<file path="src/motor_drive_pkg.sv">
package motor_drive_pkg;

	// Core clock and the one millisecond time base derived from it.
	localparam int unsigned CLK_HZ         = 25_000_000;
	localparam int unsigned TICK_MS        = 1;
	localparam int unsigned MS_TICK_CYCLES = CLK_HZ / 1000 * TICK_MS;
	localparam int unsigned TICK_W         = 15;
	localparam int unsigned MS_W           = 13;

	// Register offsets on the configuration port.
	localparam logic [5:0] OFF_STATUS    = 6'h01;
	localparam logic [5:0] OFF_FAULT_CLR = 6'h04;
	localparam logic [5:0] OFF_RECT      = 6'h07;
	localparam logic [5:0] OFF_REGULATOR = 6'h08;
	localparam logic [5:0] OFF_MOTION    = 6'h09;
	localparam logic [5:0] OFF_LOCK      = 6'h0a;
	localparam logic [5:0] OFF_ADVANCE   = 6'h0b;

	// Values after reset.
	localparam logic [7:0] RECT_RST      = 8'h00;
	localparam logic [7:0] REGULATOR_RST = 8'h00;
	localparam logic [7:0] MOTION_RST    = 8'h00;
	localparam logic [7:0] LOCK_RST      = 8'h00;
	localparam logic [7:0] ADVANCE_RST   = 8'h00;

	// Writable bits; the others read as zero.
	localparam logic [7:0] RECT_WMASK      = 8'hff;
	localparam logic [7:0] REGULATOR_WMASK = 8'h3f;
	localparam logic [7:0] MOTION_WMASK    = 8'h1f;
	localparam logic [7:0] LOCK_WMASK      = 8'hdf;
	localparam logic [7:0] ADVANCE_WMASK   = 8'h07;

	// Field positions.
	localparam int unsigned RECIRC_BIT   = 6;
	localparam int unsigned AAR_BIT      = 3;
	localparam int unsigned ASR_BIT      = 2;
	localparam int unsigned GAIN_LSB     = 0;
	localparam int unsigned SEQ_OFF_BIT  = 4;
	localparam int unsigned ILIMIT_BIT   = 3;
	localparam int unsigned VSEL_LSB     = 1;
	localparam int unsigned REG_OFF_BIT  = 0;
	localparam int unsigned HYST_BIT     = 4;
	localparam int unsigned BRK_MODE_BIT = 3;
	localparam int unsigned COAST_BIT    = 2;
	localparam int unsigned BRAKE_BIT    = 1;
	localparam int unsigned DIR_BIT      = 0;
	localparam int unsigned FB_SEL_LSB   = 6;
	localparam int unsigned RETRY_BIT    = 4;
	localparam int unsigned DET_LSB      = 2;
	localparam int unsigned RESP_LSB     = 0;
	localparam int unsigned CLR_BIT      = 0;

	// Stall timing in milliseconds.
	localparam logic [MS_W-1:0] RETRY_SHORT_MS = 13'd500;
	localparam logic [MS_W-1:0] RETRY_LONG_MS  = 13'd5000;
	localparam logic [MS_W-1:0] DET0_MS        = 13'd300;
	localparam logic [MS_W-1:0] DET1_MS        = 13'd500;
	localparam logic [MS_W-1:0] DET2_MS        = 13'd1000;
	localparam logic [MS_W-1:0] DET3_MS        = 13'd5000;

	// Commutation steps per speed feedback half period.
	localparam logic [3:0] FB_DIV0 = 4'h1;
	localparam logic [3:0] FB_DIV1 = 4'h3;
	localparam logic [3:0] FB_DIV2 = 4'h6;
	localparam logic [3:0] FB_DIV3 = 4'hc;

	// Stall response codes.
	localparam logic [1:0] RESP_LATCH  = 2'h0;
	localparam logic [1:0] RESP_RETRY  = 2'h1;
	localparam logic [1:0] RESP_REPORT = 2'h2;
	localparam logic [1:0] RESP_IGNORE = 2'h3;

	typedef enum logic [2:0] {
		ST_RUN     = 3'b001,
		ST_LATCHED = 3'b010,
		ST_RETRY   = 3'b100
	} stall_state_t;

	typedef enum logic [1:0] {
		BR_DRIVE = 2'h0,
		BR_BRAKE = 2'h1,
		BR_COAST = 2'h2
	} bridge_mode_t;

	typedef struct packed {
		logic       wr;
		logic [5:0] addr;
		logic [7:0] wdata;
	} reg_req_t;

	typedef struct packed {
		logic       limit_recirc_sel;
		logic       async_active_rect_en;
		logic       sync_active_rect_en;
		logic [1:0] sense_gain_sel;
		logic       regulator_seq_off;
		logic       regulator_ilimit_sel;
		logic [1:0] regulator_vsel;
		logic       regulator_off;
		logic       position_cmp_hyst;
		logic       direction;
	} drive_cfg_t;

endpackage : motor_drive_pkg

</file>
<file path="src/speed_fb_div.sv">
module speed_fb_div (
	input  wire logic       clk,
	input  wire logic       resetn,
	input  wire logic       step,
	input  wire logic [1:0] sel,
	output logic            speed_fb_out
);
	import motor_drive_pkg::*;

	logic [3:0] cnt_q;
	logic [3:0] div;

	// Toggling every N steps halves the rate again, so six steps make one electrical cycle.
	always_comb begin
		case (sel)
			2'h0:    div = FB_DIV0;
			2'h1:    div = FB_DIV1;
			2'h2:    div = FB_DIV2;
			default: div = FB_DIV3;
		endcase
	end

	// Steps are counted; the output toggles at the end of each group.
	always_ff @(posedge clk or negedge resetn) begin
		if (!resetn) begin
			cnt_q        <= 4'h0;
			speed_fb_out <= 1'b0;
		end else if (step) begin
			if (cnt_q >= div - 4'h1) begin
				cnt_q        <= 4'h0;
				speed_fb_out <= ~speed_fb_out;
			end else begin
				cnt_q <= cnt_q + 4'h1;
			end
		end
	end

	AST_FB_STILL: assert property (@(posedge clk) disable iff (!resetn)
		!step |=> $stable(speed_fb_out)) else $error("Speed output moved without a step.");

endmodule : speed_fb_div

</file>
<file path="src/motor_drive_control_regs.sv">
// Functional notes
// - Recirculation bit 6: zero recirculates through transistors, one through diodes.
// - Rectification bit 3 enables active asynchronous rectification.
// - Rectification bit 2 enables active synchronous rectification.
// - Gain bits 1-0 pick 0.15, 0.3, 0.6 or 1.2 volts per ampere.
// - Regulator bit 4 set turns buck power sequencing off.
// - Regulator bit 3 picks 600 mA when clear, 150 mA when set.
// - Regulator bits 2-1 pick 3.3, 5.0, 4.0 or 5.7 volts.
// - Regulator bit 0 set disables the buck regulator.
// - Motion bit 4 picks 5 mV or 50 mV Hall hysteresis.
// - A requested brake really brakes when motion bit 3 is zero, else coasts.
// - Motion bit 2 set puts the drive into coast.
// - Motion bit 1 set puts the drive into brake.
// - Motion bit 0 picks clockwise when zero, anti-clockwise when one.
// - Lock bits 7-6 set speed output at 3x, 1x, 0.5x or 0.25x.
// - Lock bit 4 picks 500 ms or 5000 ms retry wait.
// - Lock bits 3-2 pick 300, 500, 1000 or 5000 ms detection time.
// - Response code 0 latches the stall fault until software clears it.
// - Response code 1 faults, waits the retry time, then resumes by itself.
// - Response code 2 only reports the stall; driving carries on.
// - Response code 3 neither reports nor acts on a stall.
// - Regulator, motion and lock registers reset to zero.
// - Writing one to the clear bit clears a latched or report-only fault, not a retry wait; the bit clears itself.
module motor_drive_control_regs #(
	parameter int unsigned TICK_CYCLES = motor_drive_pkg::MS_TICK_CYCLES
) (
	input  wire logic                          clk,
	input  wire logic                          resetn,
	input  wire motor_drive_pkg::reg_req_t     req,
	output logic [7:0]                         rdata,
	input  wire logic [2:0]                    hall,
	input  wire logic                          drive_req,
	input  wire logic                          brake_in,
	output motor_drive_pkg::drive_cfg_t        cfg,
	output motor_drive_pkg::bridge_mode_t      bridge_mode,
	output logic                               stall_fault,
	output logic                               speed_fb_out
);
	import motor_drive_pkg::*;

	logic [7:0]          rect_q;
	logic [7:0]          regulator_q;
	logic [7:0]          motion_q;
	logic [7:0]          lock_q;
	logic [7:0]          advance_q;
	logic                clr_q;
	logic [7:0]          rdata_d;
	logic [2:0]          hall_q;
	logic                valid_step;
	logic [TICK_W-1:0]   tick_cnt_q;
	logic                tick;
	logic [MS_W-1:0]     det_cnt_q;
	logic [MS_W-1:0]     retry_cnt_q;
	logic [MS_W-1:0]     det_limit;
	logic [MS_W-1:0]     retry_limit;
	logic [1:0]          resp;
	logic                driving;
	logic                stall_hit;
	logic                report_q;
	stall_state_t        state_q;
	stall_state_t        state_d;
	bridge_mode_t        bridge_d;

	// A write is accepted only when it hits the given offset.
	function automatic logic hit(input reg_req_t r, input logic [5:0] off);
		return r.wr && (r.addr == off);
	endfunction : hit

	// Detection time in milliseconds for a field code.
	function automatic logic [MS_W-1:0] det_ms(input logic [1:0] code);
		case (code)
			2'h0:    return DET0_MS;
			2'h1:    return DET1_MS;
			2'h2:    return DET2_MS;
			default: return DET3_MS;
		endcase
	endfunction : det_ms

	// Configuration registers; reserved read-only bits are masked off on write.
	always_ff @(posedge clk or negedge resetn) begin
		if (!resetn) begin
			rect_q      <= RECT_RST;
			regulator_q <= REGULATOR_RST;
			motion_q    <= MOTION_RST;
			lock_q      <= LOCK_RST;
			advance_q   <= ADVANCE_RST;
		end else begin
			if (hit(req, OFF_RECT)) begin
				rect_q <= req.wdata & RECT_WMASK;
			end
			if (hit(req, OFF_REGULATOR)) begin
				regulator_q <= req.wdata & REGULATOR_WMASK;
			end
			if (hit(req, OFF_MOTION)) begin
				motion_q <= req.wdata & MOTION_WMASK;
			end
			if (hit(req, OFF_LOCK)) begin
				lock_q <= req.wdata & LOCK_WMASK;
			end
			if (hit(req, OFF_ADVANCE)) begin
				advance_q <= req.wdata & ADVANCE_WMASK;
			end
		end
	end

	// The clear command lives for exactly one cycle after the write that sets it.
	always_ff @(posedge clk or negedge resetn) begin
		if (!resetn) begin
			clr_q <= 1'b0;
		end else begin
			clr_q <= hit(req, OFF_FAULT_CLR) && req.wdata[CLR_BIT];
		end
	end

	// Field outputs come straight from the register flops.
	assign cfg.limit_recirc_sel     = rect_q[RECIRC_BIT];
	assign cfg.async_active_rect_en = rect_q[AAR_BIT];
	assign cfg.sync_active_rect_en  = rect_q[ASR_BIT];
	assign cfg.sense_gain_sel       = rect_q[GAIN_LSB+:2];
	assign cfg.regulator_seq_off    = regulator_q[SEQ_OFF_BIT];
	assign cfg.regulator_ilimit_sel = regulator_q[ILIMIT_BIT];
	assign cfg.regulator_vsel       = regulator_q[VSEL_LSB+:2];
	assign cfg.regulator_off        = regulator_q[REG_OFF_BIT];
	assign cfg.position_cmp_hyst    = motion_q[HYST_BIT];
	assign cfg.direction            = motion_q[DIR_BIT];

	// Read data; the clear offset is not decoded here, so it always reads zero.
	always_comb begin
		case (req.addr)
			OFF_STATUS:    rdata_d = {5'h00, state_q == ST_RETRY, state_q == ST_LATCHED, stall_fault};
			OFF_RECT:      rdata_d = rect_q;
			OFF_REGULATOR: rdata_d = regulator_q;
			OFF_MOTION:    rdata_d = motion_q;
			OFF_LOCK:      rdata_d = lock_q;
			OFF_ADVANCE:   rdata_d = advance_q;
			default:       rdata_d = 8'h00;
		endcase
	end

	always_ff @(posedge clk or negedge resetn) begin
		if (!resetn) begin
			rdata <= 8'h00;
		end else begin
			rdata <= rdata_d;
		end
	end

	// The all-low and all-high codes are not positions, so moving into them is no step.
	always_ff @(posedge clk or negedge resetn) begin
		if (!resetn) begin
			hall_q <= 3'h0;
		end else begin
			hall_q <= hall;
		end
	end

	assign valid_step = (hall != hall_q) && (hall != 3'h0) && (hall != 3'h7);

	// Millisecond time base for both stall timers.
	always_ff @(posedge clk or negedge resetn) begin
		if (!resetn) begin
			tick_cnt_q <= '0;
		end else if (tick) begin
			tick_cnt_q <= '0;
		end else begin
			tick_cnt_q <= tick_cnt_q + 1'b1;
		end
	end

	assign tick        = (tick_cnt_q == TICK_W'(TICK_CYCLES - 1));
	assign resp        = lock_q[RESP_LSB+:2];
	assign det_limit   = det_ms(lock_q[DET_LSB+:2]);
	assign retry_limit = lock_q[RETRY_BIT] ? RETRY_LONG_MS : RETRY_SHORT_MS;
	assign driving     = drive_req && (state_q == ST_RUN) && (bridge_mode == BR_DRIVE);

	// Detection timer restarts on every valid step and whenever the bridge is not driving.
	always_ff @(posedge clk or negedge resetn) begin
		if (!resetn) begin
			det_cnt_q <= '0;
		end else if (!driving || valid_step) begin
			det_cnt_q <= '0;
		end else if (tick && det_cnt_q < det_limit) begin
			det_cnt_q <= det_cnt_q + 1'b1;
		end
	end

	// Compared with >= so a shorter time written mid-count still fires.
	assign stall_hit = driving && (det_cnt_q >= det_limit) && (resp != RESP_IGNORE);

	// Retry wait timer runs only while waiting to retry.
	always_ff @(posedge clk or negedge resetn) begin
		if (!resetn) begin
			retry_cnt_q <= '0;
		end else if (state_q != ST_RETRY) begin
			retry_cnt_q <= '0;
		end else if (tick && retry_cnt_q < retry_limit) begin
			retry_cnt_q <= retry_cnt_q + 1'b1;
		end
	end

	// Stall response sequencing.
	always_comb begin
		state_d = state_q;
		case (state_q)
			ST_RUN: begin
				if (stall_hit && resp == RESP_LATCH) begin
					state_d = ST_LATCHED;
				end else if (stall_hit && resp == RESP_RETRY) begin
					state_d = ST_RETRY;
				end
			end
			ST_LATCHED: begin
				if (clr_q) begin
					state_d = ST_RUN;
				end
			end
			ST_RETRY: begin
				if (retry_cnt_q >= retry_limit) begin
					state_d = ST_RUN;
				end
			end
			default: state_d = ST_RUN;
		endcase
	end

	always_ff @(posedge clk or negedge resetn) begin
		if (!resetn) begin
			state_q <= ST_RUN;
		end else begin
			state_q <= state_d;
		end
	end

	// Report-only flag; a new stall in the clearing cycle keeps it set.
	always_ff @(posedge clk or negedge resetn) begin
		if (!resetn) begin
			report_q <= 1'b0;
		end else if (stall_hit && resp == RESP_REPORT) begin
			report_q <= 1'b1;
		end else if (clr_q) begin
			report_q <= 1'b0;
		end
	end

	assign stall_fault = (state_q != ST_RUN) || report_q;

	// Coast outranks brake, and a latched or retrying stall (not a report-only one) forces coast so the stuck rotor is not heated.
	always_comb begin
		if (motion_q[COAST_BIT] || state_q != ST_RUN) begin
			bridge_d = BR_COAST;
		end else if (motion_q[BRAKE_BIT] || brake_in) begin
			bridge_d = motion_q[BRK_MODE_BIT] ? BR_COAST : BR_BRAKE;
		end else begin
			bridge_d = BR_DRIVE;
		end
	end

	always_ff @(posedge clk or negedge resetn) begin
		if (!resetn) begin
			bridge_mode <= BR_DRIVE;
		end else begin
			bridge_mode <= bridge_d;
		end
	end

	// Speed feedback counts the same valid steps that feed stall detection.
	speed_fb_div i_speed_fb_div (
		.clk          (clk),
		.resetn       (resetn),
		.step         (valid_step),
		.sel          (lock_q[FB_SEL_LSB+:2]),
		.speed_fb_out (speed_fb_out)
	);

	// Split in two so that back-to-back clear writes, which the port allows, stay legal.
	AST_CLR_PULSE: assert property (@(posedge clk) disable iff (!resetn)
		hit(req, OFF_FAULT_CLR) && req.wdata[CLR_BIT] |=> clr_q)
		else $error("Clear command did not follow its write.");

	AST_CLR_SELF: assert property (@(posedge clk) disable iff (!resetn)
		clr_q |-> $past(hit(req, OFF_FAULT_CLR) && req.wdata[CLR_BIT]))
		else $error("Clear command stayed set without a new write.");

	AST_COAST: assert property (@(posedge clk) disable iff (!resetn)
		motion_q[COAST_BIT] |=> bridge_mode == BR_COAST) else $error("Coast bit not obeyed.");

	AST_BRAKE: assert property (@(posedge clk) disable iff (!resetn)
		motion_q[BRAKE_BIT] && !motion_q[COAST_BIT] && !motion_q[BRK_MODE_BIT] && state_q == ST_RUN
		|=> bridge_mode == BR_BRAKE) else $error("Brake bit not obeyed.");

	AST_BRAKE_AS_COAST: assert property (@(posedge clk) disable iff (!resetn)
		(motion_q[BRAKE_BIT] || brake_in) && motion_q[BRK_MODE_BIT] |=> bridge_mode == BR_COAST)
		else $error("Brake did not coast with brake mode set.");

	AST_LATCH_HOLD: assert property (@(posedge clk) disable iff (!resetn)
		state_q == ST_LATCHED && !clr_q |=> state_q == ST_LATCHED && stall_fault)
		else $error("Latched fault left without a clear.");

	AST_RETRY_END: assert property (@(posedge clk) disable iff (!resetn)
		state_q == ST_RETRY && retry_cnt_q >= retry_limit |=> state_q == ST_RUN)
		else $error("Retry did not resume the drive.");

	AST_REPORT_ONLY: assert property (@(posedge clk) disable iff (!resetn)
		stall_hit && resp == RESP_REPORT |=> state_q == ST_RUN && report_q)
		else $error("Report-only stall changed the drive.");

	AST_IGNORE: assert property (@(posedge clk) disable iff (!resetn)
		$rose(stall_fault) |-> $past(resp) != RESP_IGNORE) else $error("Ignored stall was reported.");

	AST_RESET_ZERO: assert property (@(posedge clk) disable iff (!resetn)
		!$past(resetn) |-> regulator_q == 8'h00 && motion_q == 8'h00 && lock_q == 8'h00)
		else $error("Control registers not zero after reset.");

	AST_STALL_TIME: assert property (@(posedge clk) disable iff (!resetn)
		$rose(stall_hit) |-> det_cnt_q >= det_limit && !$past(valid_step)) else $error("Early stall.");

	COV_LATCH: cover property (@(posedge clk) disable iff (!resetn) state_q == ST_LATCHED ##1 clr_q);
	COV_RETRY: cover property (@(posedge clk) disable iff (!resetn) state_q == ST_RETRY ##1 state_q == ST_RUN);
	COV_BRAKE: cover property (@(posedge clk) disable iff (!resetn) bridge_mode == BR_BRAKE);

endmodule : motor_drive_control_regs

</file>
<file path="config.mk">
export PLATFORM = sky130hd
export DESIGN_NAME = motor_drive_control_regs
export DESIGN_NICKNAME = d
export VERILOG_FILES = /design/src/motor_drive_pkg.sv /design/src/speed_fb_div.sv /design/src/motor_drive_control_regs.sv
export SDC_FILE = /design/constraint.sdc
export NUM_CORES = 1
export LEC_CHECK = 0
export BUFFER_PORTS_ARGS = -buffer_cell sky130_fd_sc_hd__buf_2
export CORE_MARGIN = 2
export CORE_UTILIZATION = 35
export DETAILED_ROUTE_END_ITERATION = 10
export GPL_ROUTABILITY_DRIVEN = 0
export PLACE_DENSITY = 0.53
export SLEW_MARGIN = 5
export SYNTH_ARGS = -nofsm -noshare
export SYNTH_HDL_FRONTEND = slang
export SYNTH_SLANG_ARGS = --single-unit
</file>
<file path="constraint.sdc">
create_clock -name clk -period 2.5 [get_ports clk]
set_input_delay 0.375 -clock clk [delete_from_list [all_inputs] [get_ports clk]]
set_output_delay 0.375 -clock clk [all_outputs]
set_load 0.1 [all_outputs]
</file>
Yosys cells after proc, flatten, opt, wreduce, memory -nomap -nowiden
Index checks and enable logic that the tools add are counted.
{ "op_classes": {"addsub": 5, "order_cmp": 5, "n_eq_ne": 25, "mux": 20, "bitwise": 1, "n_reduce_logical": 33} }
{ "op_table": {"columns": ["op", "count"], "rows": [
  ["two-way mux 13 bit", 5],
  ["case mux 8 bit (6 select lines)", 1],
  ["case mux 13 bit (3 select lines)", 1],
  ["adder 13 x 1 -> 13 bit (second input constant)", 2],
  [">= comparator 13 bit", 2],
  ["< comparator 13 bit", 2],
  ["equality test 6 x 4 -> 1 bit (second input constant)", 4],
  ["logical AND 1 bit", 18],
  ["adder 15 x 1 -> 15 bit (second input constant)", 1],
  ["equality test 15 bit (second input constant)", 1],
  ["two-way mux 15 bit", 1],
  ["equality test 6 x 3 -> 1 bit (second input constant)", 2],
  ["two-way mux 3 bit", 4],
  ["case mux 4 bit (3 select lines)", 1],
  ["case mux 3 bit (3 select lines)", 1],
  ["logical NOT 2 bit", 4],
  ["equality test 2 x 1 -> 1 bit (second input constant)", 3],
  ["equality test 2 bit (second input constant)", 3],
  ["equality test 6 x 1 -> 1 bit (second input constant)", 1],
  ["two-way mux 2 bit", 3],
  ["!= test 3 x 1 -> 1 bit (second input constant)", 2],
  ["!= test 3 bit (second input constant)", 2],
  ["nonzero test 2 bit", 3],
  ["adder 4 x 1 -> 4 bit (second input constant)", 1],
  ["16 further kinds", 21]
]} }
{ "totals": {"reg_bits": 93, "inputBits": 22, "out_inout_bits": 24, "word_cells": 105} }

Longest topological paths before layout
{ "depth": {"ltp_word": 9, "depth_mapped": 11, "mapped_depth_nobuf": 10} }

Cells and area by module
From an unflattened synthesis, not the netlist that was laid out.
{ "hier_totals": {"cells_unflattened": 475, "hier_area_um2": 4899.7} }
{ "by_module_without_submodules": {"columns": ["mod", "instances", "cells_each", "area_per_inst_um2", "seq_area_each_um2"], "rows": [
  ["motor_drive_control_regs", 1, 439, 4564.4, 2203.4],
  ["speed_fb_div", 1, 36, 335.3, 125.1]
]} }

Worst setup path before layout
Ideal clock, no wire load.
{ "synth_timing": {"kind": "flip-flop to flip-flop", "start": "register state_q[0]", "end": "register rdata[0]", "setup_ns": 0.126, "arrival_ns": 2.481, "t_required_ns": 2.374, "path_slack_ns": -0.107, "stages_incl_launch_ff": 5, "n_path_buf": 0, "period_less_slack_ns": 2.607, "cell_sequence": "dfstp_2 > or3b_2 > nand2b_1 > mux2_2 > a221o_1"} }
{ "synth_between": {"elab_chain_len": 3} }
{ "synth_rtl": {"columns": ["element", "line", "source"], "rows": [
  ["from (decl)", "motor_drive_control_regs.sv:60", "stall_state_t state_q;"],
  ["from (signal assigned)", "motor_drive_control_regs.sv:230", "state_q <= state_d;"],
  ["!= test 3 x 1 -> 1 bit", "motor_drive_control_regs.sv:245", "assign stall_fault = (state_q != ST_RUN) || report_q;"],
  ["logical OR 1 bit", "motor_drive_control_regs.sv:245", null],
  ["via stall_fault", "motor_drive_control_regs.sv:36", "output logic stall_fault,"],
  ["case mux 8 bit (6 select lines)", "motor_drive_control_regs.sv:129", "case (req.addr)"],
  ["via rdata_d[0]", "motor_drive_control_regs.sv:47", "logic [7:0] rdata_d;"],
  ["to (signal assigned)", "motor_drive_control_regs.sv:144", "rdata <= rdata_d;"],
  ["to (decl)", "motor_drive_control_regs.sv:30", "output logic [7:0] rdata,"]
]} }
The timed path passes the listed nets, and every way through them passes these cells.
A chain may end at the register's enable or synchronous reset.

Final worst setup path
{ "layout_timing": {"start": "register state_q[0]", "end": "output stall_fault"} }
{ "layout_between": {"elab_chain_len": 2} }
{ "layout_rtl": {"columns": ["element", "line"], "rows": [
  ["!= test 3 x 1 -> 1 bit", "motor_drive_control_regs.sv:245"],
  ["logical OR 1 bit", "motor_drive_control_regs.sv:245"],
  ["to (decl)", "motor_drive_control_regs.sv:36"]
]} }
No other way between the ends.

==> flow_summary.ini <==
[floorplan]
core-area_um2 = 13930
die-area_um2 = 15260
start_util = 0.3589
die_h_um = 123.5
dieWidth_um = 123.5
io_pins = 46
rows = 43

[synthesis]
synth_xor_area_frac = 0.05954
netlist_area_um2 = 5001
syn-instance-count = 476
synth_nets = 526
async_flop_share = 1.000
synthAdderAreaFrac = 0.07005
muxShareOfSynthArea = 0.08381
yosysSeqAreaShare = 0.4656
synth_top_area_cell = dfrtp_1
synth_cell_type_count = 58
post-synth-top-count-cell = dfrtp_1
synth_compound_area_frac = 0.07280
yosysWarnings = 0
synth-edff-count = 0
synthSimpleGateAreaFrac = 0.2052
synth_top_area_frac = 0.4603
syn_area_per_cell_um2 = 10.51
synth_flop_cell = dfrtp_1
ys_top_cells_by_area = dfrtp_1 (46%), ha_1 (7.0%), mux2_2 (7.0%), nor2_1 (3.8%), xor2_1 (3.2%)
ys_ff_latch = 93
synth_top_family_by_area = simple AND/OR/NAND/NOR gates
synth_common_cells = dfrtp_1 (92), nor2_1 (51), mux2_2 (31)

[run_status]
outcome = complete, no violations

[worst_setup_path]
reg2reg_depth = 6
crit_required_ns = 2.12
r2r_setup_slack_ns = 0.24
path_class = reg2out
endpoint_kind = output pin
cp_cell_sequence = or3b_2, nand2b_2, buf_2
critical_path_arrival_ns = 1.93
critPathSlowestCell = dfstp_2
startpoint_type = register
slowest_delay_ns = 0.56
rr_endpoint = det_cnt_q[12]$_DFFE_PN0P_
critPathMaxFanout = 5
rr_startpoint = tick_cnt_q[9]$_DFF_PN0_

[finish]
multi_input_area_um2 = 2465
drive_gt1_frac = 0.2224
instances_no_fill = 706
seq_area_um2 = 2328
fill_cells = 1345
insertedDiodeCount = 0
layout.nets = 571
final_area_um2 = 5727
area_growth_pct = 14.51

[cts]
path_clk_slew_ns = 0.07
cts.sinks = 93
cts_tree = yes
ctsHoldBuffers = 0
cts_max_path_buffers = 2
clock-root-buffer = clkbuf_16
clkLatencyLatePin_ns = 0.35
htreeDepth = 3
cts-buffers-inserted = 9

[timing]
fin_crit_ns = 2.301
max_slew_margin = 0.4033
fin_setup_tns_ns = 0
finalCritPeriodShare = 0.9204
fmax_mhz = 434.6
setup_ws_ns = 0.1989
finalHoldViolations = 0
setup_viol = 0
slew_viol_final = 0
tightest_slew_ns = 0.8897
rsz0062_at_grt = false
worst_clock_skew_ns = 0.006088

[grt]
grt_use_total = 0.1543
grt_overflow = 0
grt_pass1_vias = 3706
grt_antenna_before_repair = 0
grt_max_degree = 49
grt_pass1_wl_um = 18270

[power_and_ir_drop]
leakage_nw = 2.600
pwr-share-comb = 0.195
peakVddDrop_mv = 0.4377
swShare = 0.3200
seqPwrFrac = 0.441
power.density_nw_per_um2 = 663.9
power_frac_clock = 0.363
p_int_mw = 2.585
p_sw_mw = 1.216
power_mw = 3.802

[route]
wl_um = 10620
postRouteAntennaNets = 0
drt-initial-drc-count = 217
drt_pre_antenna_iters = 4
num_vias = 3632
drc = 0
via_per_inst = 5.144
avgRoutedWirePerCell_um = 15.04

[place]
dpl_cell_area_um2 = 5423
hpwl_um = 7766
dp_slack_ns = -0.07857
io_buffers = 45
dpl.cell_count = 690

[flow_run]
drv_cap = 0

[min_path]
hp-class = in2async
==> worst max path at each step <==
stage	slack, ns	cells past startpoint	from	endpoint
after CTS	0.18	10	lock_q[3]$_DFFE_PN0P_	det_cnt_q[1]$_DFFE_PN0P_
after floorplan	0.21	4	state_q[0]$_DFFE_PN1P_	rdata[0]$_DFF_PN0_
after detailed placement	-0.08	8	lock_q[4]$_DFFE_PN0P_	retry_cnt_q[10]$_DFFE_PN0P_
after global placement	-0.03	8	lock_q[4]$_DFFE_PN0P_	retry_cnt_q[10]$_DFFE_PN0P_
after global routing	0.05	10	lock_q[3]$_DFFE_PN0P_	state_q[1]$_DFFE_PN0P_
final	0.20	3	state_q[0]$_DFFE_PN1P_	stall_fault
==> cell families (layout without fill, tap and decap cells) <==
group / count (synthesis) / after routing
buffers and inverters: 45 / 95
AND/OR/NAND/NOR: 184 / 184
flip-flops: 93 / 93
XOR/XNOR: 34 / 34
adder cells (fa/ha/maj): 28 / 28
AO/OA/AOI/OAI: 54 / 54
multiplexers: 38 / 38
==> per-layer routing <==
metal,global-route usage,share of wire,vias to the layer above
met3,0.04474,0.039,17
li1,-,-,1779
met4,0.04759,0.015,0
met1,0.2090,0.48,1774
met5,0,0,-
met2,0.2387,0.47,62
==> layout make-up <==
cell class,instances,share of cell area
Timing Repair Buffer,56,0.05637
Multi-Input combinational cell,338,0.4304
Clock inverter,6,0.01224
Inverter,23,0.01508
Clock buffer,10,0.03998
Sequential cell,93,0.4066
Tap cell,180,0.03933
==> critical path, delay by kind of cell, from the launching register on <==
family,cells,cell delay [ns]
buffers and inverters,1,0.29
flip-flops,1,0.56
AND/OR/NAND/NOR,2,0.73
==> cell usage in the layout, fill, tap and decap left out, types with 3 or more instances in the layout <==
cell type	instances
nand4_1	14
dfrtp_1	92
buf_2	44
ha_1	28
buf_4	11
and3_1	5
nand2_1	29
and2_1	4
xnor2_1	16
a21o_1	4
mux2i_1	7
nand3_1	23
or3_1	5
clkbuf_16	9
nor2_1	51
o21ai_0	14
a22o_1	3
and4_1	3
nor4b_1	3
nor3_1	13
nand2b_1	6
inv_1	23
xor2_1	18
nor3b_1	4
a21oi_1	12
a221o_1	4
mux2_2	31
==> registers in the layout, indices dropped and copies added (netlist names), 5 cells and up <==
signal,count
rdata,8
motion_q,5
tick_cnt_q,15
retry_cnt_q,13
det_cnt_q,13
rect_q,8
regulator_q,6
lock_q,7
==> power groups by stage <==
| stage | combinational [mW] | clock [mW] | sequential, mW |
|---|---|---|---|
| 2_1_floorplan | 0.490 | 0 | 1.81 |
| 3_3_place_gp | 0.738 | 0 | 1.70 |
| 3_5_place_dp | 0.752 | 0 | 1.71 |
| 4_1_cts | 0.754 | 1.43 | 1.68 |
| 5_1_grt | 0.811 | 1.50 | 1.69 |
| 6_report | 0.743 | 1.38 | 1.68 |
==> what timing repair did <==
item                                    4_1_cts  5_1_grt
resized for setup                             1        1
setup buffers                                 0        0
endpoints found under the setup margin        3        1
==> stage by stage <==
step	util	hold slack (ns)
floorplan	-	0.07941
global placement	0.3892	0.4425
detailed placement	0.3892	0.4546
CTS	0.4109	0.07854
global route	0.4110	0.1018
finish	0.4110	0.05742
No activity file was read; power rests on OpenSTA's default activity.
